--- config.mk ---
export PLATFORM = sky130hd
export DESIGN_NAME = wkw_top
export DESIGN_NICKNAME = d
export VERILOG_FILES = /design/src/rtl/wkw_pkg.sv /design/src/rtl/wkw_pin_filter.sv /design/src/rtl/wkw_top.sv
export SDC_FILE = /design/constraint.sdc
export NUM_CORES = 1
export LEC_CHECK = 0
export ABC_AREA = 1
export BUFFER_PORTS_ARGS = -buffer_cell sky130_fd_sc_hd__buf_2
export CAP_MARGIN = 40
export CORE_MARGIN = 3
export CORE_UTILIZATION = 35
export DETAILED_ROUTE_END_ITERATION = 10
export PLACE_DENSITY = 0.69
export SKIP_CTS_REPAIR_TIMING = 1
export SLEW_MARGIN = 20
export SYNTH_ARGS = -nofsm -noshare
export SYNTH_HDL_FRONTEND = slang
export SYNTH_SLANG_ARGS = --single-unit
--- constraint.sdc ---
create_clock -name clk -period 4.9 [get_ports clk]
set_input_delay 0.245 -clock clk [delete_from_list [all_inputs] [get_ports clk]]
set_output_delay 0.245 -clock clk [all_outputs]
set_load 0.05 [all_outputs]
--- src/rtl/wkw_pkg.sv ---
// Function
// - run only while enable set; strap sets reset
// - period is time-out, at least 0x100
// - load counter on enable and valid service
// - counter decrements on internal rc clock
// - locks make configuration registers read-only
// - hard lock stays set until reset
// - 0xC520 then 0xD928 clears soft lock
// - unlock detector ignores interleaved service writes
// - unlock accepted anytime, even when disabled
// - fixed service pair 0xA602 then 0xB480
// - keyed service: key = 17*key+3 mod 65536
// - register accesses complete without wait states
// - service and config acted on quickly
// - window mode: service valid below window value
// - closed-window service while enabled gives bus error or reset
// - window opens within synchronisation lag
// - without interrupt-then-reset, time-out resets immediately
// - with it: interrupt, reload, second time-out resets
// - write 1 clears time-out flag and interrupt
// - counter view shows count only when disabled
// - debug freeze halts counter in debug mode
// - window start register resets to zero
package wkw_pkg;

    localparam int unsigned  CNT_W         = 32;
    localparam int unsigned  CODE_W        = 16;

    localparam logic [31:0]  MIN_PERIOD    = 32'h0000_0100;
    localparam logic [31:0]  ONE_COUNT     = 32'h0000_0001;
    localparam logic [31:0]  ZERO_COUNT    = 32'h0000_0000;
    localparam logic [31:0]  TIMEOUT_RST   = 32'h0001_0000;
    localparam logic [31:0]  WINDOW_RST    = 32'h0000_0000;
    localparam logic [15:0]  KEY_RST       = 16'h0000;

    localparam logic [15:0]  SVC_FIRST     = 16'hA602;
    localparam logic [15:0]  SVC_SECOND    = 16'hB480;
    localparam logic [15:0]  UNLOCK_FIRST  = 16'hC520;
    localparam logic [15:0]  UNLOCK_SECOND = 16'hD928;
    localparam logic [15:0]  KEY_MULT      = 16'h0011;
    localparam logic [15:0]  KEY_ADD       = 16'h0003;

    typedef struct packed {
        logic hard_lock;
        logic soft_lock;
        logic keyed_mode;
        logic window_mode;
        logic invalid_access_reset;
        logic interrupt_then_reset;
        logic debug_freeze;
        logic enable;
    } wkw_ctrl_t;

    localparam wkw_ctrl_t    CTRL_RST      = 8'h00;

    typedef struct packed {
        logic timeout_flag;
        logic irq;
        logic sys_reset;
        logic bus_error;
    } wkw_status_t;

    typedef enum logic [0:0] {
        SVC_IDLE = 1'b0,
        SVC_HALF = 1'b1
    } wkw_seq_t;

    function automatic logic [15:0] next_key(input logic [15:0] key);
        next_key = 16'(key * KEY_MULT + KEY_ADD);
    endfunction : next_key

endpackage : wkw_pkg

--- src/rtl/wkw_pin_filter.sv ---
`timescale 1ns/100ps
module wkw_pin_filter
(
    input  wire logic clk,
    input  wire logic srst,
    input  wire logic pin,
    output logic      level
);

    logic stage1_ff;
    logic stage2_ff;
    logic stage3_ff;
    logic level_ff;

    always_ff @(posedge clk)
    begin
        if (srst)
        begin
            stage1_ff <= 1'b0;
            stage2_ff <= 1'b0;
            stage3_ff <= 1'b0;
        end
        else
        begin
            stage1_ff <= pin;
            stage2_ff <= stage1_ff;
            stage3_ff <= stage2_ff;
        end
    end

    // a change is believed only once two later stages agree
    always_ff @(posedge clk)
    begin
        if (srst)
            level_ff <= 1'b0;
        else if (stage2_ff == stage3_ff)
            level_ff <= stage3_ff;
    end

    assign level = level_ff;

endmodule : wkw_pin_filter

--- src/rtl/wkw_top.sv ---
`timescale 1ns/100ps
module wkw_top
#(
    parameter logic [31:0] TIMEOUT_RESET = wkw_pkg::TIMEOUT_RST
)
(
    input  wire logic               clk,
    input  wire logic               srst,
    input  wire logic               enable_strap,
    input  wire logic               debug_mode,
    input  wire logic               internal_rc_clock,
    input  wire logic               ctrl_wr,
    input  wire wkw_pkg::wkw_ctrl_t ctrl_wdata,
    input  wire logic               timeout_wr,
    input  wire logic [31:0]        timeout_wdata,
    input  wire logic               window_wr,
    input  wire logic [31:0]        window_wdata,
    input  wire logic               key_wr,
    input  wire logic [15:0]        key_wdata,
    input  wire logic               service_wr,
    input  wire logic [15:0]        service_wdata,
    input  wire logic               irq_flag_wr,
    input  wire logic               irq_flag_wdata,
    output wkw_pkg::wkw_ctrl_t      ctrl_rdata,
    output logic [31:0]             timeout_rdata,
    output logic [31:0]             window_rdata,
    output logic [15:0]             key_rdata,
    output logic [31:0]             counter_view,
    output wkw_pkg::wkw_status_t    status,
    output logic                    access_ready
);

    wkw_pkg::wkw_ctrl_t   ctrl_ff;
    logic [31:0]          timeout_ff;
    logic [31:0]          window_ff;
    logic [15:0]          key_ff;
    logic [31:0]          cnt_ff;
    logic [31:0]          view_ff;
    logic                 enable_prev_ff;
    logic                 rc_prev_ff;
    logic                 first_timeout_ff;
    logic                 flag_ff;
    logic                 reset_req_ff;
    logic                 bus_error_ff;
    wkw_pkg::wkw_seq_t    svc_state_ff;
    wkw_pkg::wkw_seq_t    unlock_state_ff;

    logic                 rc_level;
    logic                 rc_tick;
    logic                 count_en;
    logic                 count_tick;
    logic                 timeout_evt;
    logic                 locked;
    logic [31:0]          eff_period;
    logic                 window_open;
    logic                 is_unlock_code;
    logic                 svc_wr_ok;
    logic                 svc_invalid;
    logic [15:0]          exp_key;
    logic                 key_hit;
    logic                 fixed_hit_first;
    logic                 fixed_hit_second;
    logic                 svc_done;
    logic                 unlock_done;
    logic                 enable_rise;
    logic                 load_cnt;
    logic                 first_timeout;
    logic                 final_timeout;

    // rc clock comes in as a pin and is sampled, so the count rate must stay
    // well below half of clk
    wkw_pin_filter u_rc_filter
    (
        .clk   (clk),
        .srst  (srst),
        .pin   (internal_rc_clock),
        .level (rc_level)
    );

    always_ff @(posedge clk)
    begin
        if (srst)
            rc_prev_ff <= 1'b0;
        else
            rc_prev_ff <= rc_level;
    end

    assign rc_tick    = rc_level & ~rc_prev_ff;
    assign count_en   = ctrl_ff.enable & ~(debug_mode & ctrl_ff.debug_freeze);
    assign count_tick = rc_tick & count_en;
    assign timeout_evt = count_tick & (cnt_ff <= wkw_pkg::ONE_COUNT);

    assign locked = ctrl_ff.soft_lock | ctrl_ff.hard_lock;

    assign eff_period = (timeout_ff < wkw_pkg::MIN_PERIOD) ?
                        wkw_pkg::MIN_PERIOD : timeout_ff;

    // compare against the live counter, so the window opens on the first
    // clk after the crossing tick
    assign window_open = ~ctrl_ff.window_mode | (cnt_ff < window_ff);

    assign is_unlock_code = (service_wdata == wkw_pkg::UNLOCK_FIRST) |
                            (service_wdata == wkw_pkg::UNLOCK_SECOND);

    assign svc_wr_ok   = service_wr & ~is_unlock_code & window_open;
    assign svc_invalid = service_wr & ~is_unlock_code & ~window_open
                         & ctrl_ff.enable;

    assign exp_key          = wkw_pkg::next_key(key_ff);
    assign key_hit          = ctrl_ff.keyed_mode & (service_wdata == exp_key);
    assign fixed_hit_first  = ~ctrl_ff.keyed_mode &
                              (service_wdata == wkw_pkg::SVC_FIRST);
    assign fixed_hit_second = ~ctrl_ff.keyed_mode &
                              (service_wdata == wkw_pkg::SVC_SECOND);

    assign svc_done = svc_wr_ok & (svc_state_ff == wkw_pkg::SVC_HALF) &
                      (key_hit | fixed_hit_second);

    assign unlock_done = service_wr & (unlock_state_ff == wkw_pkg::SVC_HALF) &
                         (service_wdata == wkw_pkg::UNLOCK_SECOND);

    assign enable_rise   = ctrl_ff.enable & ~enable_prev_ff;
    assign first_timeout = timeout_evt & ctrl_ff.interrupt_then_reset
                           & ~first_timeout_ff;
    assign final_timeout = timeout_evt & ~first_timeout;
    assign load_cnt      = enable_rise | svc_done | first_timeout;

    // service sequence tracker
    always_ff @(posedge clk)
    begin
        if (srst)
            svc_state_ff <= wkw_pkg::SVC_IDLE;
        else if (svc_wr_ok)
        begin
            case (svc_state_ff)
                wkw_pkg::SVC_IDLE:
                begin
                    if (key_hit | fixed_hit_first)
                        svc_state_ff <= wkw_pkg::SVC_HALF;
                end
                wkw_pkg::SVC_HALF:
                begin
                    if (fixed_hit_first)
                        svc_state_ff <= wkw_pkg::SVC_HALF;
                    else
                        svc_state_ff <= wkw_pkg::SVC_IDLE;
                end
                default:
                    svc_state_ff <= wkw_pkg::SVC_IDLE;
            endcase
        end
    end

    // unlock tracker; service-pattern writes pass without disturbing it
    always_ff @(posedge clk)
    begin
        if (srst)
            unlock_state_ff <= wkw_pkg::SVC_IDLE;
        else if (service_wr & is_unlock_code)
        begin
            case (unlock_state_ff)
                wkw_pkg::SVC_IDLE:
                begin
                    if (service_wdata == wkw_pkg::UNLOCK_FIRST)
                        unlock_state_ff <= wkw_pkg::SVC_HALF;
                end
                wkw_pkg::SVC_HALF:
                begin
                    if (service_wdata == wkw_pkg::UNLOCK_SECOND)
                        unlock_state_ff <= wkw_pkg::SVC_IDLE;
                end
                default:
                    unlock_state_ff <= wkw_pkg::SVC_IDLE;
            endcase
        end
    end

    // control register; strap is caught by the synchronous reset
    always_ff @(posedge clk)
    begin
        if (srst)
        begin
            ctrl_ff        <= wkw_pkg::CTRL_RST;
            ctrl_ff.enable <= enable_strap;
        end
        else
        begin
            if (ctrl_wr & ~locked)
                ctrl_ff <= ctrl_wdata;
            if (unlock_done)
                ctrl_ff.soft_lock <= 1'b0;
            if (ctrl_ff.hard_lock)
                ctrl_ff.hard_lock <= 1'b1;
        end
    end

    always_ff @(posedge clk)
    begin
        if (srst)
            timeout_ff <= TIMEOUT_RESET;
        else if (timeout_wr & ~locked)
            timeout_ff <= timeout_wdata;
    end

    always_ff @(posedge clk)
    begin
        if (srst)
            window_ff <= wkw_pkg::WINDOW_RST;
        else if (window_wr & ~locked)
            window_ff <= window_wdata;
    end

    // the key advances on every accepted key, the software write on lock-free
    always_ff @(posedge clk)
    begin
        if (srst)
            key_ff <= wkw_pkg::KEY_RST;
        else if (svc_wr_ok & key_hit)
            key_ff <= exp_key;
        else if (key_wr & ~locked)
            key_ff <= key_wdata;
    end

    always_ff @(posedge clk)
    begin
        if (srst)
            enable_prev_ff <= 1'b0;
        else
            enable_prev_ff <= ctrl_ff.enable;
    end

    // down counter; after a final time-out it rests at zero until reset or the next load (enable rise or valid service)
    always_ff @(posedge clk)
    begin
        if (srst)
            cnt_ff <= wkw_pkg::ZERO_COUNT;
        else if (load_cnt)
            cnt_ff <= eff_period;
        else if (count_tick & (cnt_ff != wkw_pkg::ZERO_COUNT))
            cnt_ff <= cnt_ff - wkw_pkg::ONE_COUNT;
    end

    // remembers that the interrupt stage has already been used
    always_ff @(posedge clk)
    begin
        if (srst)
            first_timeout_ff <= 1'b0;
        else if (first_timeout)
            first_timeout_ff <= 1'b1;
        else if (svc_done | ~ctrl_ff.enable)
            first_timeout_ff <= 1'b0;
    end

    // a new time-out wins over a clear in the same cycle
    always_ff @(posedge clk)
    begin
        if (srst)
            flag_ff <= 1'b0;
        else if (first_timeout)
            flag_ff <= 1'b1;
        else if (irq_flag_wr & irq_flag_wdata)
            flag_ff <= 1'b0;
    end

    // held until the system reset comes back as srst
    always_ff @(posedge clk)
    begin
        if (srst)
            reset_req_ff <= 1'b0;
        else if (final_timeout)
            reset_req_ff <= 1'b1;
        else if (svc_invalid & ctrl_ff.invalid_access_reset)
            reset_req_ff <= 1'b1;
    end

    always_ff @(posedge clk)
    begin
        if (srst)
            bus_error_ff <= 1'b0;
        else
            bus_error_ff <= svc_invalid & ~ctrl_ff.invalid_access_reset;
    end

    always_ff @(posedge clk)
    begin
        if (srst)
            view_ff <= wkw_pkg::ZERO_COUNT;
        else if (ctrl_ff.enable)
            view_ff <= wkw_pkg::ZERO_COUNT;
        else
            view_ff <= cnt_ff;
    end

    assign ctrl_rdata          = ctrl_ff;
    assign timeout_rdata       = timeout_ff;
    assign window_rdata        = window_ff;
    assign key_rdata           = key_ff;
    assign counter_view        = view_ff;
    assign status.timeout_flag = flag_ff;
    assign status.irq          = flag_ff;
    assign status.sys_reset    = reset_req_ff;
    assign status.bus_error    = bus_error_ff;
    assign access_ready        = 1'b1;

endmodule : wkw_top

==> metrics.csv <==
stage,metric,value,unit
outcome,result of the run,"finished, final reports clean",
cts,clock tree from TritonCTS,yes,
synth,Cells after Synth,1339,
floorplanning,die height,167,um
synth,leading register cell type out of synthesis,dfxtp_1,
sta,RSZ-0062 raised after global routing,false,
floorplanning,Row Count,58,
cts,cts bufs inserted,17,
sta,Final Hold Violating Endpoints,0,
floorplanning,Std-Cell Core Area,25400,um2
floorplanning,Die Outline Area,28000,um2
synth,largest area contributor in the synthesized netlist,dfxtp_1,
setup_path,CP Max Fanout,52,
sta,setup total negative slack,0,ns
setup_path,largest incremental delay on the critical path,0.54,ns
placement,post-place instance area,10500,um2
sta,Slew Limit Headroom,53.2,%
min_path,worst hold path type,in2reg,
synth,Synth warnings,0,
routing,detailed-route vias per instance,5.01,
finish,net count of the finished layout,1719,
setup_path,most repeated library cell on the critical path,nand2_1,
floorplanning,Chip Width,167,um
finish,"Non-Filler Cell Area, Final",11100,um2
setup_path,category of the worst setup path launch point,flip-flop,
cts,CTS H-tree lvls,4,
floorplanning,IO Count,241,
setup_path,Critical-path top delay cell,dfxtp_1,
routing,post-route DRC violation count,0,
sta,Slew @ Worst Pin,0.684,ns
routing,total via count after detailed routing,9465,
synth,count of state elements after synthesis,164,
placement,estimated wirelength of the detail-placed design,22400,um
synth,net count of the mapped netlist,1512,
synth,top cell type's share of synthesized area,35.8,%
sta,clock tree skew after final layout,0.0114,ns
synth,total standard cell area after synthesis,9110,um2
setup_path,worst path buffer plus inverter count,0,
placement,placer congestion estimate,0.904,
sta,shortest clock period the worst path allows after layout,3.63,ns
cts,clock root buffer,clkbuf_16,
setup_path,"Critical Path, Cell by Cell","ha_1, ha_1, nand2_1, nor2_2, and2_1, nand2_1, nand3_1, nand2_1, nand2_1, nand2_1, nand2_1, nor2_2, nand3_2, nand2_2, nand2_4, nand3_1, nor2_1, nor2_1, nor2_1",
grt,largest net degree at the start of global routing,79,
floorplanning,Initial Utilization,35.9,%
grt,overall global routing resource usage,20.0,%
synth,portion of the post-synthesis area used by sequential elements,36.1,%
setup_path,kind of cell adding the most delay to the critical path,simple AND/OR/NAND/NOR gates,
finish,share of cells above drive strength 1,18.8,%
synth,async set or reset register ratio after synthesis,0,%
synth,synth top area cells,"dfxtp_1 (36%), nand2_1 (11%), ha_1 (7.7%)",
synth,Yosys cell types,41,
setup_path,worst endpoint data arrival time,3.98,ns
placement,number of buffers added on ports,239,
synth,mean cell area of the mapped netlist,6.81,um2
power,static power due to leakage,5.49,nW
routing,total iterations of the first detailed-routing run,5,
routing,post-DR wirelength/cell,15.2,um
cts,worst-skew pair later-pin latency,0.43,ns
grt,vias in the first global route,8635,
finish,utilization after layout,43.6,%
finish,# fillers,2651,
power,total power after layout,3.96,mW
routing,count of routing violations after the opening detailed-route iteration,781,
cts,clock sinks,164,
routing,Final ANT Viol Nets,0,
sta,share of the clock period used by the worst path after layout,74.1,%
finish,number of diodes added for antenna fixing,0,
setup_path,element type at the critical path end,flip-flop,
run,reported max-cap violation count,0,
grt,total congestion overflow after global routing,0,
finish,Layout area overhead,21.6,%
sta,count of pins over their slew limit,0,
sta,setup-violating endpoint count in the final report,0,
cts,clock transition at the register clock pins on the worst setup and hold paths after CTS,0.07,ns
routing,sum of routed wire length over all layers,28700,um
grt,number of antenna violations at the first check in global routing,1,
setup_path,start-to-end type of the worst setup path,reg2reg,
grt,first-pass GRT wire length,45600,um
synth,Post-synth EDFFs,1,
cts,"buffers from clock root to sink, at most",2,
power,total power density per cell area,358,nW/um2
power,Peak VDD IR,0.224,mV
setup_path,Critical Path RT,5.25,ns
sta,maximum frequency from static timing analysis,275,MHz
[per-stage QoR]
| step | hold WS [ns] | worst slack, ns | instances |
|---|---|---|---|
| after floorplan | 0.352 | 1.92 | 1339 |
| after global placement | 0.413 | 1.38 | 1855 |
| after detailed placement | 0.413 | 1.35 | 1856 |
| after CTS | 0.0227 | 1.33 | 1888 |
| after global routing | 0.0348 | 0.907 | 1889 |
| final | 0.0284 | 1.27 | 1889 |
[kinds of logic after synthesis]
group           count (synthesis)  share of synthesized area [%]
flops                         164                           36.1
xor+xnor                       25                           2.40
compound gates                238                           14.1
buf+inv                       237                           10.5
simple gates                  617                           28.9
other cells                     1                         0.0411
fa+ha+maj                      57                           7.91
[worst paths after layout]
check                                to                   from  slack [ns]  depth (start not counted)
setup reg to reg              cnt_ff[7]           key_rdata[3]        1.27                         19
hold reg to reg   u_rc_filter.stage2_ff  u_rc_filter.stage1_ff        0.42                          2
setup / recovery              cnt_ff[7]           key_rdata[3]        1.27                         19
hold / removal    u_rc_filter.stage1_ff      internal_rc_clock        0.03                          3
[worst reg2reg max path, cell delays in order (launching register included)]
cell	delay, ns
dfxtp_1	0.54
ha_1	0.31
ha_1	0.39
nand2_1	0.13
nor2_2	0.16
and2_1	0.15
nand2_1	0.08
nand3_1	0.09
nand2_1	0.09
nand2_1	0.06
nand2_1	0.04
nand2_1	0.08
nor2_2	0.05
nand3_2	0.08
nand2_2	0.08
nand2_4	0.40
nand3_1	0.45
nor2_1	0.18
nor2_1	0.06
nor2_1	0.13
[sequential cells by signal (all words and copies together) (netlist names), 8 cells and up]
| name | count |
|---|---|
| ctrl_rdata | 8 |
| window_rdata | 32 |
| counter_view | 32 |
| cnt_ff | 32 |
| key_rdata | 16 |
| timeout_rdata | 32 |
[where the power goes]
group	internal [mW]	leakage (nW)	switching, mW
clock network	0.677	0.272	0.634
logic	0.324	3.87	0.785
registers	1.44	1.35	0.105
total	2.44	5.49	1.52
[placed cells by master (no fill, tap or decap), types with 38 or more instances in the layout]
cell       n
nand4_1   38
buf_2    239
a21oi_1  112
nor2_1   186
nand2_1  258
dfxtp_1  163
ha_1      56
inv_1    174
o21ai_0   81
nand3_1   99
[layer usage]
layer | track usage, % | up-vias | wire length (um)
met4 | 6.01 | 2 | 680
met3 | 4.18 | 46 | 2030
met2 | 29.0 | 372 | 11800
met1 | 29.6 | 4255 | 14200
met5 | 0 | - | 7
li1 | - | 4790 | -
[synthesized netlist by cell type, types with 3 or more instances]
library cell and number:
a21oi_1 112, nor2_1 186, buf_6 3, nand4_1 38, nor3_1 9, buf_4 9
nand2_2 3, dfxtp_1 163, o21a_1 3, nand2_1 258, o21ai_0 82, buf_2 9
buf_1 5, xor2_1 23, nand3b_1 3, ha_1 56, nor2_2 4, nand3_1 99
a31oi_1 14, and2_1 3, inv_1 175, o211ai_1 21, clkbuf_1 33, nor4_1 7
[layout make-up]
cell class / count / area, um2 / area share, %
clock inverters: 14 / 143 / 1.29
clock buffers: 18 / 429 / 3.87
multi-input cells: 938 / 4870 / 44.0
inverters: 178 / 668 / 6.03
well taps: 330 / 413 / 3.73
flip-flops and latches: 164 / 3290 / 29.7
repair buffers: 247 / 1260 / 11.4
Note: power is estimated with default switching activity, not from simulation.
